File: src/core/ccs_pkg.sv
// Purpose: shared constants and types of the charge cycle sequencer
// Assumes: 10 MHz clk_i, synchronous active-high reset
// Notes: comparator flags arrive already synchronous to clk_i
// Functional notes
// - decode two three-level straps into algorithm and spread
// - equalize lasts quarter or eighth of period
// - two status outputs encode the charge state
// - charge target steps depend on spread
// - timer features only with timing capacitor present
// - timer starts at constant-current to constant-voltage change
// - timer restarts on entering equalization
// - low-battery timer starts when feedback below threshold
// - two-stage/lithium: low battery restarts terminated cycle (only lithium terminates; two-stage stays in float)
// - three/four-stage: low battery returns to constant current
// - capacitor and low battery select one-fifth current
// - low-battery timer expiry terminates with fault code
// - thermistor above disable level stops compensation
// - enable pump and regulator only when unlocked
// - any lockout turns off and pulls down isolation gate
// - thermal stop at hot flag, resume when cooled
// - overcurrent stops switching for four switch cycles
// - low battery beyond eighth period gives fault
// - one equalization per power-on or enable cycle
// - no capacitor: tenth current moves absorb to float
// - lithium recharge at 97.0% or 95.6% level
package ccs_pkg;
  localparam int unsigned TIMER_W          = 24;
  localparam int unsigned PRESCALE_W       = 16;
  localparam int unsigned PRESCALE_DEFAULT = 10000;
  localparam int unsigned EOC_DEFAULT      = 36000;
  localparam int unsigned EQ_SHIFT_QUARTER = 2;
  localparam int unsigned EQ_SHIFT_EIGHTH  = 3;
  localparam int unsigned LB_SHIFT         = 3;
  localparam logic [2:0]  OCP_HOLD_CYCLES  = 3'h4;
  localparam logic [8:0]  STEP_NORMAL_ABS_MV = 9'h064;
  localparam logic [8:0]  STEP_NORMAL_EQ_MV  = 9'h0E9;
  localparam logic [8:0]  STEP_WIDE_ABS_MV   = 9'h0C8;
  localparam logic [8:0]  STEP_WIDE_EQ_MV    = 9'h190;
  localparam logic [3:0]  REG_STATUS = 4'h0;
  localparam logic [3:0]  REG_PERIOD = 4'h4;
  localparam logic [3:0]  REG_TIMER  = 4'h8;
  localparam logic [1:0]  RESP_OKAY   = 2'h0;
  localparam logic [1:0]  RESP_SLVERR = 2'h2;

  typedef enum logic [1:0] {LVL_LOW = 2'h0, LVL_MID = 2'h1, LVL_HIGH = 2'h2} ccs_level_type;
  typedef enum logic [1:0] {ALG_LI = 2'h0, ALG_TWO = 2'h1, ALG_THREE = 2'h2, ALG_FOUR = 2'h3} ccs_alg_type;
  typedef enum logic [1:0] {TGT_FLOAT = 2'h0, TGT_ABS = 2'h1, TGT_EQ = 2'h2, TGT_CHG = 2'h3} ccs_target_type;
  typedef enum logic [6:0] {
    ST_OFF  = 7'h01,
    ST_CC   = 7'h02,
    ST_ABS  = 7'h04,
    ST_EQ   = 7'h08,
    ST_FLT  = 7'h10,
    ST_DONE = 7'h20,
    ST_LBF  = 7'h40
  } ccs_state_type;

  typedef struct packed {
    ccs_alg_type alg;
    logic        wide;
    logic        eq_quarter;
  } ccs_cfg_type;

  typedef struct packed {
    logic vin_ok;
    logic input_sense_supply_above_bat;
    logic input_sense_supply_near_vin;
    logic bat_ok;
    logic enable;
  } ccs_lockout_type;
endpackage

File: src/core/ccs_charge_sequencer.sv
// Purpose: charge cycle sequencer with AXI4-Lite status and period registers
// Assumes: analog flags synchronous to clk_i, sw_cycle_i pulses once per switch cycle
// Notes: status outputs are open drain, "on" means the pin is pulled low
//
// Design decisions made here: the AXI4-Lite slave port and the address map.
module ccs_charge_sequencer #(
  parameter int unsigned         TW          = ccs_pkg::TIMER_W,
  parameter int unsigned         PRESCALE    = ccs_pkg::PRESCALE_DEFAULT,
  parameter logic [TW-1:0]       EOC_DEFAULT = TW'(ccs_pkg::EOC_DEFAULT)
) (
  input  wire logic              clk_i,
  input  wire logic              rst_i,
  input  ccs_pkg::ccs_level_type algorithm_strap_a_i,
  input  ccs_pkg::ccs_level_type algorithm_strap_b_i,
  input  ccs_pkg::ccs_lockout_type supply_lockout_i,
  input  wire logic              cycle_timer_input_i,
  input  wire logic              cv_mode_i,
  input  wire logic              current_tenth_i,
  input  wire logic              fb_below_lb_i,
  input  wire logic              fb_below_rechg_i,
  input  wire logic              thermistor_disable_i,
  input  wire logic              over_temp_i,
  input  wire logic              cooled_i,
  input  wire logic              ocp_trip_i,
  input  wire logic              sw_cycle_i,
  output logic                   charge_indicator_a_o,
  output logic                   charge_indicator_a_oe_o,
  output logic                   charge_indicator_b_o,
  output logic                   charge_indicator_b_oe_o,
  output logic                   charge_pump_en_o,
  output logic                   switching_en_o,
  output logic                   input_isolation_gate_pulldown_o,
  output ccs_pkg::ccs_target_type target_o,
  output logic [8:0]             target_step_mv_o,
  output logic                   wide_spread_o,
  output logic                   recharge_deep_o,
  output logic                   current_fifth_o,
  output logic                   ntc_comp_en_o,
  input  wire logic              s_axi_awvalid_i,
  output logic                   s_axi_awready_o,
  input  wire logic [3:0]        s_axi_awaddr_i,
  input  wire logic              s_axi_wvalid_i,
  output logic                   s_axi_wready_o,
  input  wire logic [31:0]       s_axi_wdata_i,
  input  wire logic [3:0]        s_axi_wstrb_i,
  output logic                   s_axi_bvalid_o,
  input  wire logic              s_axi_bready_i,
  output logic [1:0]             s_axi_bresp_o,
  input  wire logic              s_axi_arvalid_i,
  output logic                   s_axi_arready_o,
  input  wire logic [3:0]        s_axi_araddr_i,
  output logic                   s_axi_rvalid_o,
  input  wire logic              s_axi_rready_i,
  output logic [31:0]            s_axi_rdata_o,
  output logic [1:0]             s_axi_rresp_o
);
  ccs_pkg::ccs_state_type state;
  ccs_pkg::ccs_state_type next_state;
  ccs_pkg::ccs_cfg_type   cfg;
  ccs_pkg::ccs_cfg_type   strap_cfg;
  logic [ccs_pkg::PRESCALE_W-1:0] pre;
  logic [TW-1:0] period;
  logic [TW-1:0] cyc_timer;
  logic [TW-1:0] lb_timer;
  logic          tick;
  logic          lock_ok;
  logic          charging;
  logic          lb_q;
  logic          lb_fall;
  logic          timer_full;
  logic          eq_hit;
  logic          eq_done;
  logic          therm;
  logic          ocp_hold;
  logic          next_a_on;
  logic          next_b_on;
  logic          wr_go;
  logic          rd_go;

  ccs_strap_decode u_decode (
    .algorithm_strap_a_i (algorithm_strap_a_i),
    .algorithm_strap_b_i (algorithm_strap_b_i),
    .cfg_o               (strap_cfg)
  );

  ccs_hold_counter #(.W(3)) u_ocp_hold (
    .clk_i      (clk_i),
    .rst_i      (rst_i),
    .load_i     (ocp_trip_i),
    .load_val_i (ccs_pkg::OCP_HOLD_CYCLES),
    .dec_i      (sw_cycle_i),
    .busy_o     (ocp_hold)
  );

  assign lock_ok  = &supply_lockout_i;
  assign charging = (state == ccs_pkg::ST_CC) || (state == ccs_pkg::ST_ABS) ||
                    (state == ccs_pkg::ST_EQ) || (state == ccs_pkg::ST_FLT);
  assign lb_fall  = fb_below_lb_i && !lb_q;

  // timebase: prescaler then exact binary fractions of the period
  assign tick       = (pre == ccs_pkg::PRESCALE_W'(PRESCALE - 1));
  assign timer_full = (cyc_timer >= period);
  assign eq_hit     = cyc_timer >= (cfg.eq_quarter ? (period >> ccs_pkg::EQ_SHIFT_QUARTER)
                                                   : (period >> ccs_pkg::EQ_SHIFT_EIGHTH));

  always_ff @(posedge clk_i)
  begin
    if (rst_i || tick)
      pre <= '0;
    else
      pre <= pre + 1'b1;
  end

  always_ff @(posedge clk_i)
  begin
    if (rst_i)
      lb_q <= 1'b0;
    else
      lb_q <= fb_below_lb_i;
  end

  // main timer: cleared on entry to absorb or equalize, counts only in phase
  always_ff @(posedge clk_i)
  begin
    if (rst_i)
      cyc_timer <= '0;
    else if ((next_state == ccs_pkg::ST_ABS && state == ccs_pkg::ST_CC) ||
             (next_state == ccs_pkg::ST_EQ && state != ccs_pkg::ST_EQ))
      cyc_timer <= '0;
    else if (tick && cycle_timer_input_i && !timer_full &&
             ((state == ccs_pkg::ST_ABS && cv_mode_i) || state == ccs_pkg::ST_EQ))
      cyc_timer <= cyc_timer + 1'b1;
  end

  // low-battery timer runs only while feedback stays under threshold
  always_ff @(posedge clk_i)
  begin
    if (rst_i || !(fb_below_lb_i && cycle_timer_input_i && charging))
      lb_timer <= '0;
    else if (tick && lb_timer < (period >> ccs_pkg::LB_SHIFT))
      lb_timer <= lb_timer + 1'b1;
  end

  wire lb_expired = charging && cycle_timer_input_i && fb_below_lb_i &&
                    (lb_timer >= (period >> ccs_pkg::LB_SHIFT));

  always_comb
  begin
    next_state = state;
    case (state)
      ccs_pkg::ST_OFF:
        if (lock_ok)
          next_state = ccs_pkg::ST_CC;
      ccs_pkg::ST_CC:
        if (cv_mode_i)
          next_state = (cfg.alg == ccs_pkg::ALG_TWO) ? ccs_pkg::ST_FLT : ccs_pkg::ST_ABS;
      ccs_pkg::ST_ABS:
        if (cfg.alg == ccs_pkg::ALG_LI)
        begin
          if (cycle_timer_input_i ? timer_full : current_tenth_i)
            next_state = ccs_pkg::ST_DONE;
        end
        else if (cycle_timer_input_i && timer_full)
          next_state = (cfg.alg == ccs_pkg::ALG_FOUR && !eq_done) ? ccs_pkg::ST_EQ : ccs_pkg::ST_FLT;
        else if (!cycle_timer_input_i && current_tenth_i)
          next_state = ccs_pkg::ST_FLT;
      ccs_pkg::ST_EQ:
        if (eq_hit)
          next_state = ccs_pkg::ST_FLT;
      ccs_pkg::ST_FLT:
        next_state = ccs_pkg::ST_FLT;
      ccs_pkg::ST_DONE:
        if (lb_fall || (cfg.alg == ccs_pkg::ALG_LI && fb_below_rechg_i))
          next_state = ccs_pkg::ST_CC;
      ccs_pkg::ST_LBF:
        next_state = ccs_pkg::ST_LBF;
      default:
        next_state = ccs_pkg::ST_OFF;
    endcase
    if ((cfg.alg == ccs_pkg::ALG_THREE || cfg.alg == ccs_pkg::ALG_FOUR) && lb_fall &&
        (state == ccs_pkg::ST_ABS || state == ccs_pkg::ST_EQ || state == ccs_pkg::ST_FLT))
      next_state = ccs_pkg::ST_CC;
    if (lb_expired)
      next_state = ccs_pkg::ST_LBF;
    if (!lock_ok)
      next_state = ccs_pkg::ST_OFF;
  end

  always_ff @(posedge clk_i)
  begin
    if (rst_i)
      state <= ccs_pkg::ST_OFF;
    else
      state <= next_state;
  end

  // straps are latched once per power-on or enable cycle
  always_ff @(posedge clk_i)
  begin
    if (rst_i)
      cfg <= '{alg: ccs_pkg::ALG_TWO, wide: 1'b0, eq_quarter: 1'b0};
    else if (state == ccs_pkg::ST_OFF && lock_ok)
      cfg <= strap_cfg;
  end

  always_ff @(posedge clk_i)
  begin
    if (rst_i || state == ccs_pkg::ST_OFF)
      eq_done <= 1'b0;
    else if (next_state == ccs_pkg::ST_EQ)
      eq_done <= 1'b1;
  end

  // set wins over clear so a fresh hot flag is never lost
  always_ff @(posedge clk_i)
  begin
    if (rst_i)
      therm <= 1'b0;
    else if (over_temp_i)
      therm <= 1'b1;
    else if (cooled_i)
      therm <= 1'b0;
  end

  always_comb
  begin
    next_a_on = 1'b0;
    next_b_on = 1'b0;
    case (state)
      ccs_pkg::ST_CC,
      ccs_pkg::ST_EQ:   next_a_on = 1'b1;
      ccs_pkg::ST_ABS:
      begin
        next_a_on = 1'b1;
        next_b_on = (cfg.alg == ccs_pkg::ALG_LI);
      end
      ccs_pkg::ST_FLT:
      begin
        next_a_on = 1'b1;
        next_b_on = 1'b1;
      end
      ccs_pkg::ST_LBF:  next_b_on = 1'b1;
      default:          next_a_on = 1'b0;
    endcase
    if (therm)
    begin
      next_a_on = 1'b0;
      next_b_on = 1'b1;
    end
  end

  always_ff @(posedge clk_i)
  begin
    if (rst_i)
    begin
      charge_indicator_a_oe_o <= 1'b0;
      charge_indicator_b_oe_o <= 1'b0;
    end
    else
    begin
      charge_indicator_a_oe_o <= next_a_on;
      charge_indicator_b_oe_o <= next_b_on;
    end
  end

  assign charge_indicator_a_o = 1'b0;
  assign charge_indicator_b_o = 1'b0;

  always_ff @(posedge clk_i)
  begin
    if (rst_i)
    begin
      charge_pump_en_o                <= 1'b0;
      switching_en_o                  <= 1'b0;
      input_isolation_gate_pulldown_o <= 1'b1;
      current_fifth_o                 <= 1'b0;
      ntc_comp_en_o                   <= 1'b0;
    end
    else
    begin
      charge_pump_en_o                <= lock_ok;
      switching_en_o                  <= lock_ok && charging && !therm && !ocp_hold && !ocp_trip_i;
      input_isolation_gate_pulldown_o <= !lock_ok;
      current_fifth_o                 <= (cycle_timer_input_i && fb_below_lb_i) || state == ccs_pkg::ST_EQ;
      ntc_comp_en_o                   <= !thermistor_disable_i;
    end
  end

  // voltage target and its offset above float per cell
  always_ff @(posedge clk_i)
  begin
    if (rst_i)
    begin
      target_o         <= ccs_pkg::TGT_FLOAT;
      target_step_mv_o <= '0;
    end
    else if (cfg.alg == ccs_pkg::ALG_LI)
    begin
      target_o         <= ccs_pkg::TGT_CHG;
      target_step_mv_o <= '0;
    end
    else if (cfg.alg != ccs_pkg::ALG_TWO && (state == ccs_pkg::ST_CC || state == ccs_pkg::ST_ABS))
    begin
      target_o         <= ccs_pkg::TGT_ABS;
      target_step_mv_o <= cfg.wide ? ccs_pkg::STEP_WIDE_ABS_MV : ccs_pkg::STEP_NORMAL_ABS_MV;
    end
    else if (state == ccs_pkg::ST_EQ)
    begin
      target_o         <= ccs_pkg::TGT_EQ;
      target_step_mv_o <= cfg.wide ? ccs_pkg::STEP_WIDE_EQ_MV : ccs_pkg::STEP_NORMAL_EQ_MV;
    end
    else
    begin
      target_o         <= ccs_pkg::TGT_FLOAT;
      target_step_mv_o <= '0;
    end
  end

  assign wide_spread_o   = cfg.wide;
  assign recharge_deep_o = cfg.wide;

  // AXI4-Lite slave, one write and one read outstanding
  assign wr_go           = s_axi_awvalid_i && s_axi_wvalid_i && !s_axi_bvalid_o;
  assign rd_go           = s_axi_arvalid_i && !s_axi_rvalid_o;
  assign s_axi_awready_o = wr_go;
  assign s_axi_wready_o  = wr_go;
  assign s_axi_arready_o = rd_go;

  always_ff @(posedge clk_i)
  begin
    if (rst_i)
      period <= EOC_DEFAULT;
    else if (wr_go && s_axi_awaddr_i == ccs_pkg::REG_PERIOD)
      for (int b = 0; b < 4; b++)
        for (int i = 0; i < 8; i++)
          if (s_axi_wstrb_i[b] && (b * 8 + i) < TW)
            period[b * 8 + i] <= s_axi_wdata_i[b * 8 + i];
  end

  always_ff @(posedge clk_i)
  begin
    if (rst_i)
    begin
      s_axi_bvalid_o <= 1'b0;
      s_axi_bresp_o  <= ccs_pkg::RESP_OKAY;
    end
    else if (wr_go)
    begin
      s_axi_bvalid_o <= 1'b1;
      s_axi_bresp_o  <= (s_axi_awaddr_i == ccs_pkg::REG_PERIOD) ? ccs_pkg::RESP_OKAY : ccs_pkg::RESP_SLVERR;
    end
    else if (s_axi_bready_i)
      s_axi_bvalid_o <= 1'b0;
  end

  always_ff @(posedge clk_i)
  begin
    if (rst_i)
    begin
      s_axi_rvalid_o <= 1'b0;
      s_axi_rdata_o  <= '0;
      s_axi_rresp_o  <= ccs_pkg::RESP_OKAY;
    end
    else if (rd_go)
    begin
      s_axi_rvalid_o <= 1'b1;
      s_axi_rresp_o  <= ccs_pkg::RESP_OKAY;
      case (s_axi_araddr_i)
        ccs_pkg::REG_STATUS: s_axi_rdata_o <= {19'h0, lock_ok, eq_done, therm, cfg.wide, cfg.alg, state};
        ccs_pkg::REG_PERIOD: s_axi_rdata_o <= 32'(period);
        ccs_pkg::REG_TIMER:  s_axi_rdata_o <= 32'(cyc_timer);
        default:
        begin
          s_axi_rdata_o <= '0;
          s_axi_rresp_o <= ccs_pkg::RESP_SLVERR;
        end
      endcase
    end
    else if (s_axi_rready_i)
      s_axi_rvalid_o <= 1'b0;
  end

  a_lockout_gate: assert property (@(posedge clk_i) disable iff (rst_i)
    !lock_ok |=> input_isolation_gate_pulldown_o && !charge_pump_en_o && !switching_en_o)
    else $error("lockout did not cut gate drive");
  a_ocp_stop: assert property (@(posedge clk_i) disable iff (rst_i)
    ocp_trip_i |=> !switching_en_o)
    else $error("switching ran after overcurrent trip");
  a_ocp_hold: assert property (@(posedge clk_i) disable iff (rst_i)
    ocp_trip_i ##1 (!ocp_trip_i && !sw_cycle_i)[*3] |=> !switching_en_o)
    else $error("overcurrent hold ended early");
  a_therm_status: assert property (@(posedge clk_i) disable iff (rst_i)
    over_temp_i |=> therm ##1 (!charge_indicator_a_oe_o && charge_indicator_b_oe_o && !switching_en_o))
    else $error("thermal fault not shown");
  a_lb_fault: assert property (@(posedge clk_i) disable iff (rst_i)
    state == ccs_pkg::ST_LBF |=> !charge_indicator_a_oe_o && (charge_indicator_b_oe_o || therm) && !switching_en_o)
    else $error("low battery fault code wrong");
  a_one_equalize: assert property (@(posedge clk_i) disable iff (rst_i)
    eq_done && state != ccs_pkg::ST_EQ && lock_ok |=> state != ccs_pkg::ST_EQ)
    else $error("second equalization in one cycle");
  a_timer_restart: assert property (@(posedge clk_i) disable iff (rst_i)
    state != ccs_pkg::ST_EQ ##1 state == ccs_pkg::ST_EQ |-> cyc_timer == '0)
    else $error("equalize timer not restarted");
  a_cv_start: assert property (@(posedge clk_i) disable iff (rst_i)
    state == ccs_pkg::ST_CC ##1 state == ccs_pkg::ST_ABS |-> cyc_timer == '0)
    else $error("absorb timer not restarted");
  a_fifth_current: assert property (@(posedge clk_i) disable iff (rst_i)
    cycle_timer_input_i && fb_below_lb_i |=> current_fifth_o)
    else $error("one-fifth current not selected");
  a_ntc_disable: assert property (@(posedge clk_i) disable iff (rst_i)
    thermistor_disable_i |=> !ntc_comp_en_o)
    else $error("compensation left on");
  a_cfg_hold: assert property (@(posedge clk_i) disable iff (rst_i)
    state != ccs_pkg::ST_OFF |=> $stable(cfg))
    else $error("algorithm changed mid cycle");
endmodule

File: src/core/ccs_strap_decode.sv
// Purpose: three-level strap pair to algorithm and spread
// Assumes: strap levels come from comparators, steady while sampled
// Notes: unused code 2'h3 treated as two-stage, the mildest algorithm
module ccs_strap_decode (
  input  ccs_pkg::ccs_level_type algorithm_strap_a_i,
  input  ccs_pkg::ccs_level_type algorithm_strap_b_i,
  output ccs_pkg::ccs_cfg_type   cfg_o
);
  always_comb
  begin
    cfg_o = '{alg: ccs_pkg::ALG_TWO, wide: 1'b0, eq_quarter: 1'b0};
    case ({algorithm_strap_a_i, algorithm_strap_b_i})
      {ccs_pkg::LVL_MID,  ccs_pkg::LVL_MID}:  cfg_o = '{ccs_pkg::ALG_LI, 1'b1, 1'b0};
      {ccs_pkg::LVL_HIGH, ccs_pkg::LVL_MID}:  cfg_o = '{ccs_pkg::ALG_LI, 1'b0, 1'b0};
      {ccs_pkg::LVL_MID,  ccs_pkg::LVL_LOW}:  cfg_o = '{ccs_pkg::ALG_THREE, 1'b1, 1'b0};
      {ccs_pkg::LVL_HIGH, ccs_pkg::LVL_LOW}:  cfg_o = '{ccs_pkg::ALG_THREE, 1'b0, 1'b0};
      {ccs_pkg::LVL_LOW,  ccs_pkg::LVL_HIGH}: cfg_o = '{ccs_pkg::ALG_FOUR, 1'b0, 1'b1};
      {ccs_pkg::LVL_HIGH, ccs_pkg::LVL_HIGH}: cfg_o = '{ccs_pkg::ALG_FOUR, 1'b0, 1'b0};
      {ccs_pkg::LVL_MID,  ccs_pkg::LVL_HIGH}: cfg_o = '{ccs_pkg::ALG_FOUR, 1'b1, 1'b0};
      default:                                cfg_o = '{ccs_pkg::ALG_TWO, 1'b0, 1'b0};
    endcase
  end
endmodule

File: src/core/ccs_hold_counter.sv
// Purpose: down counter that holds a busy level for a number of events
// Assumes: dec_i is a one-cycle pulse per counted event
// Notes: load wins over decrement
module ccs_hold_counter #(
  parameter int unsigned W = 3
) (
  input  wire logic         clk_i,
  input  wire logic         rst_i,
  input  wire logic         load_i,
  input  wire logic [W-1:0] load_val_i,
  input  wire logic         dec_i,
  output logic              busy_o
);
  logic [W-1:0] count;

  always_ff @(posedge clk_i)
  begin
    if (rst_i)
      count <= '0;
    else if (load_i)
      count <= load_val_i;
    else if (dec_i && count != '0)
      count <= count - 1'b1;
  end

  assign busy_o = (count != '0);
endmodule

File: config.mk
export PLATFORM = sky130hd
export DESIGN_NAME = ccs_charge_sequencer
export DESIGN_NICKNAME = d
export VERILOG_FILES = /design/src/core/ccs_pkg.sv /design/src/core/ccs_charge_sequencer.sv /design/src/core/ccs_strap_decode.sv /design/src/core/ccs_hold_counter.sv
export SDC_FILE = /design/constraint.sdc
export NUM_CORES = 1
export LEC_CHECK = 0
export BUFFER_PORTS_ARGS = -buffer_cell sky130_fd_sc_hd__buf_2
export CAP_MARGIN = 20
export CORE_UTILIZATION = 30
export DETAILED_ROUTE_END_ITERATION = 8
export GPL_TIMING_DRIVEN = 0
export REMOVE_ABC_BUFFERS = 1
export SLEW_MARGIN = 30
export SYNTH_ARGS = -nofsm -noshare
export SYNTH_HDL_FRONTEND = slang
export SYNTH_SLANG_ARGS = --single-unit
File: constraint.sdc
create_clock -name clk_i -period 4.3 [get_ports clk_i]
set_input_delay 0.645 -clock clk_i [delete_from_list [all_inputs] [get_ports clk_i]]
set_output_delay 0.645 -clock clk_i [all_outputs]
set_load 0.005 [all_outputs]
; Yosys cells after proc, flatten, opt, wreduce, memory -nomap -nowiden
; Cells that the tools add are included.
[word_totals]
out_inout_bits = 63
reg_bits = 161
input_bits = 70
word_cells = 172
[classes]
reduce_logical = 73
mux = 37
n_lt_le_gt_ge = 4
n_addsub = 4
n_eq_ne = 25
[op_table]
columns = cell, count
row1 = case mux 24 bit (3 select lines), 1
row2 = two-way mux 7 bit, 10
row3 = case mux 7 bit (7 select lines), 1
row4 = "adder 24 x 1 -> 24 bit, second input constant", 2
row5 = logical AND 1 bit, 30
row6 = case mux 4 bit (7 select lines), 1
row7 = two-way mux 9 bit, 3
row8 = >= comparator 24 x 21 -> 1 bit, 1
row9 = >= comparator 24 x 22 -> 1 bit, 1
row10 = >= comparator 24 bit, 1
row11 = < comparator 24 x 21 -> 1 bit, 1
row12 = two-way mux 22 bit, 1
row13 = "equality test 4 x 3 -> 1 bit, second input constant", 5
row14 = "adder 16 x 1 -> 16 bit, second input constant", 1
row15 = "equality test 16 x 14 -> 1 bit, second input constant", 1
row16 = "equality test 4 bit, second input constant", 4
row17 = "equality test 7 x 3 -> 1 bit, second input constant", 2
row18 = "equality test 7 x 4 -> 1 bit, second input constant", 2
row19 = logical OR 1 bit, 13
row20 = zero test 1 bit, 12
row21 = two-way mux 2 bit, 5
row22 = two-way mux 5 bit, 2
row23 = OR reduction 2 bit, 5
row24 = two-way mux 1 bit, 9
row25 = other kinds (22), 29

; Longest topological paths before layout
[logic_depth]
ltp_word = 13
depth_mapped = 13

; Modules after synthesis
; A second synthesis with hierarchy kept.
[hier_totals]
hier_cells = 1017
area_unflattened_um2 = 8549.4
[modules_own_cells]
columns = mod, area_per_inst_um2, cells_per_inst, instances
row1 = ccs_charge_sequencer, 8295.5, 989, 1
row2 = ccs_hold_counter, 205.2, 21, 1
row3 = ccs_strap_decode, 48.8, 7, 1

; Worst setup path before layout
; Ideal clock, no wire load.
[synth_path]
kind = reg-to-reg
from = reg cfg[0] (netlist name)
to = reg eq_done
setup_slack_ps = 1536
stages_incl_launch_ff = 13
path_buffers = 2
required_ps = 4242
arrival_ps = 2706
setup_time_ps = 58
synth_period_minus_slack_ps = 2764
path_cell_list = dfxtp_1 > clkbuf_1 > buf_1 > mux2i_1 > ha_1 > a21o_1 > a21oi_1 > o21ai_0 > a221oi_1 > inv_1 > or3_1 > a21oi_1 > o21a_1
[synth_between]
elab_chain_cells = 8
[synth_lines]
columns = item, line_no
row1 = start: declaration, ccs_charge_sequencer.sv:59  ; ccs_pkg::ccs_cfg_type cfg;
row2 = start signal: assignment, ccs_charge_sequencer.sv:201  ; cfg <= '{alg: ccs_pkg::ALG_TWO, wide: 1'b0, eq_quarter: 1'b0};
row3 = start signal: assignment, ccs_charge_sequencer.sv:203  ; cfg <= strap_cfg;
row4 = two-way mux 22 bit, ccs_charge_sequencer.sv:103  ; assign eq_hit = cyc_timer >= (cfg.eq_quarter ? (period >> ccs_pkg::EQ_SHIFT_QUARTER)
row5 = >= comparator 24 x 22 -> 1 bit, ccs_charge_sequencer.sv:103
row6 = two-way mux 7 bit, ccs_charge_sequencer.sv:168  ; if (eq_hit)
row7 = case mux 7 bit (7 select lines), ccs_charge_sequencer.sv:150  ; case (state)
row8 = two-way mux 7 bit, ccs_charge_sequencer.sv:180  ; if ((cfg.alg == ccs_pkg::ALG_THREE || cfg.alg == ccs_pkg::ALG_FOUR) && lb_fall &&
row9 = two-way mux 7 bit, ccs_charge_sequencer.sv:183  ; if (lb_expired)
row10 = two-way mux 7 bit, ccs_charge_sequencer.sv:185  ; if (!lock_ok)
row11 = equality test 7 x 4 -> 1 bit, ccs_charge_sequencer.sv:210  ; else if (next_state == ccs_pkg::ST_EQ)
row12 = end signal: assignment, ccs_charge_sequencer.sv:209  ; eq_done <= 1'b0;
row13 = end signal: assignment, ccs_charge_sequencer.sv:211  ; eq_done <= 1'b1;
row14 = end: declaration, ccs_charge_sequencer.sv:72  ; logic eq_done;
; Every way passes these cells.
; A chain may end at the register's enable or synchronous reset.

; Worst setup path in the final report
[layout_path]
from = reg period[8]
to = reg lb_timer[19]
[layout_between]
elab_chain_cells = 2
[layout_lines]
columns = item, line_no
row1 = start: declaration, ccs_charge_sequencer.sv:62  ; logic [TW-1:0] period;
row2 = start signal: indexed assignment, ccs_charge_sequencer.sv:337  ; period[b * 8 + i] <= s_axi_wdata_i[b * 8 + i];
row3 = < comparator 24 x 21 -> 1 bit, ccs_charge_sequencer.sv:140  ; else if (tick && lb_timer < (period >> ccs_pkg::LB_SHIFT))
row4 = logical AND 1 bit, ccs_charge_sequencer.sv:140
row5 = end signal: assignment, ccs_charge_sequencer.sv:141  ; lb_timer <= lb_timer + 1'b1;
row6 = end: declaration, ccs_charge_sequencer.sv:64  ; logic [TW-1:0] lb_timer;
; Every way passes these cells.

==> results.yml <==
global_routing:
  grt_pass1_vias: 6986
  grt_usage_pct: 15.47
  grt_max_degree: 77
  grt_first_pass_wirelength_mm: 35.56
  antenna_found_initial: 0
  overflow: 0
placement:
  dp_hpwl_mm: 16.05
  portBuffers: 110
  gp_congestion: 0.8964
  pre_cts_ws_ns: 0.7827
clock_network:
  cts_buffer_depth: 2
  root_buffer: "clkbuf_16"
  cts_setup_buffers: 0
  cts_max_level: 4
  postCtsHoldBufs: 0
  ctsResizeCount: 0
  clkSinkCount: 149
  cts_tree: "done"
  clk_pin_slew_ns: 0.07
  cts_made_buffers: 17
  clk_latency_ns: 0.44
floorplan:
  fp.dieH_um: 169.0
  io_pins: 133
  rows: 60
  coreArea_um2: 27180
  die_w_um: 169.0
  die-area_um2: 28540
  start_util_pct: 30.77
sta:
  holdWs_ns: 0.3481
  slew_viol_final: 0
  rsz0062_at_grt: "no"
  hold_viol: 0
  setup_violations: 0
  tightest_slew_ns: 0.9184
  fin_crit_sh_pct: 83.17
  max_freq_mhz: 279.6
  skew_ns: 0.009693
  relSlewSlack_pct: 38.78
  post-route-min-period_ns: 3.576
  post-route-worst-setup-slack_ns: 0.7238
logic_synthesis:
  synth-edff-count: 0
  ys_warn_count: 0
  synth_cells: 999
  synth_seq_cells: 149
  ys.flop_type: "dfxtp_1"
  yosysSeqAreaShare_pct: 35.67
  synthArstFlopShare_pct: 0
  syn-mean-instance-area_um2: 8.370
  synth_cell_type_count: 58
  syn-cell-area_um2: 8362
critical_path:
  crit_path_top_delay_cell: "or4_1"
  rrSetupSlack_ns: 0.72
  crit_required_ns: 4.65
  cp_max_fo: 23
  cp_common_cell: "a21oi_1"
  crit_chain: "inv_1 > ha_1 > a21oi_1 > o21ai_0 > a221oi_1 > a21o_1 > nand4_1 > or4_1 > a21oi_1"
  r2r_cells: 9
  cp-startpoint: "period[8]"
  cp-endpoint: "lb_timer[19]"
  slowest_delay_ns: 0.73
  arrival_ns: 3.93
  reg2reg_from: "period[8]"
  cp-start-kind: "register"
  crit_path_end_kind: "register"
  r2r-end: "lb_timer[19]"
  crit_type: "register to register"
finish:
  multi_input_area_um2: 4974
  regArea_um2: 2984
  fill_cells: 2875
  fin_nets: 1232
  layout-drive-gt1-share_pct: 15.41
  mostFrequentLayoutCells: "dfxtp_1, nor2_1, buf_2"
  final_common_cell: "dfxtp_1"
  diodes: 0
  syn_to_final_growth_pct: 17.06
drt:
  final_antenna_net_count: 0
  drt-initial-drc-count: 572
  totalWireLength_mm: 21.93
  vias_per_cell: 5.122
  post-route-drc-count: 0
  wl_per_cell_um: 14.87
  drt_pass1_iterations: 6
  dr_total_vias: 7555
run:
  drv_cap: 0
power:
  leakage_nw: 3.987
  peakVddDrop_mv: 0.2404
  power_density_nw_per_um2: 308.7
hold_path:
  hold_depth: 2
  hold_class: "input port to register"
status:
  status: "complete, no violations"
==> critical path, delay by kind of cell, from the launching register on <==
kind	cells	cell delay, ns
AND/OR/NAND/NOR	2	1.38
AO/OA/AOI/OAI	5	1.22
flip-flops	1	0.45
adder cells (fa/ha/maj)	1	0.32
buffers and inverters	1	0.12
==> metal layers <==
layer  part of all wire (%)  track usage (%)
met2                     43            24.51
met4                    1.2            4.111
met5                      0                0
met3                    5.6            3.180
met1                     50            21.22
==> synth_stat cells, drive strengths merged (3+ instances only) <==
cell / instances / area, um2
nor2b: 10 / 62.56
inv: 51 / 191.4
o21ai: 36 / 180.2
nand4: 22 / 150.1
a21boi: 3 / 22.52
nor3: 10 / 50.05
a211o: 10 / 87.58
xnor2: 11 / 96.34
nand2: 61 / 231.5
o31ai: 15 / 112.6
o21a: 7 / 52.55
and2: 8 / 50.05
nor4: 12 / 111.4
or2: 5 / 31.29
o211ai: 3 / 22.52
mux2i: 41 / 410.4
ha: 72 / 900.9
a21o: 9 / 67.56
or4: 16 / 120.1
xor2: 17 / 148.9
or3: 25 / 156.4
a22oi: 11 / 82.58
dfxtp: 149 / 2983
clkbuf: 37 / 138.9
a21oi: 95 / 475.5
and3: 12 / 75.07
nand2b: 12 / 75.07
nor2: 136 / 510.5
nand3: 30 / 160.2
nand4b: 3 / 26.28
and4: 7 / 61.31
a2111oi: 4 / 35.03
a31oi: 3 / 18.77
a222oi: 13 / 130.1
a211oi: 4 / 30.03
buf: 21 / 147.6
nor4b: 3 / 26.28
a221oi: 4 / 35.03
==> final cells by class <==
cell class / instances / share of cell area (%)
multi-input combinational: 753 / 50.81
clock buffer: 18 / 4.487
inverter: 51 / 1.956
tap: 372 / 4.755
clock inverter: 14 / 1.444
timing repair buffer: 118 / 6.059
sequential: 149 / 30.49
==> stage by stage <==
step | TNS [ns] | util, % | area (um2) | power [mW] | instances
2_1_floorplan | 0 | - | 8120 | 1.483 | 953
3_3_place_gp | -22.67 | 33.62 | 9136 | 1.551 | 1435
3_5_place_dp | 0 | 33.88 | 9208 | 1.556 | 1443
4_1_cts | 0 | 36.02 | 9788 | 3.051 | 1475
5_1_grt | 0 | 36.02 | 9788 | 3.128 | 1475
6_report | 0 | 36.02 | 9788 | 3.022 | 1475
==> how the worst min path moves through the flow <==
| stage | startpoint | end |
|---|---|---|
| finish | thermistor_disable_i | ntc_comp_en_o |
| global route | thermistor_disable_i | ntc_comp_en_o |
| CTS | thermistor_disable_i | ntc_comp_en_o |
| detailed placement | lb_timer[22] | lb_timer[22] |
| global placement | lb_timer[22] | lb_timer[22] |
| floorplan | lb_timer[23] | lb_timer[23] |
==> cells by family (layout without fill, tap and decap cells) <==
group / count (synthesis) / after routing / share of synthesized area (%)
fa+ha+maj: 72 / 72 / 10.77
buf+inv: 109 / 201 / 5.716
flops: 149 / 149 / 35.67
other cells: 1 / 13 / 0.04485
simple gates: 374 / 374 / 22.95
mux: 41 / 41 / 4.908
compound gates: 225 / 225 / 17.00
xor+xnor: 28 / 28 / 2.933
==> sequential cells by signal (all words and copies together) (netlist names), 2 cells and up <==
register / flops
cfg: 3
cyc_timer: 24
lb_timer: 24
period: 24
pre: 16
s_axi_rdata_o: 24
state: 7
target_o: 2
target_step_mv_o: 7
u_ocp_hold.count: 3
==> power by group <==
group | total [mW] | switching, mW | internal, mW
Clock | 1.50 | 0.669 | 0.828
Combinational | 0.124 | 0.0761 | 0.0481
Sequential | 1.40 | 0.00951 | 1.39
Note: power is estimated with default switching activity, not from simulation.
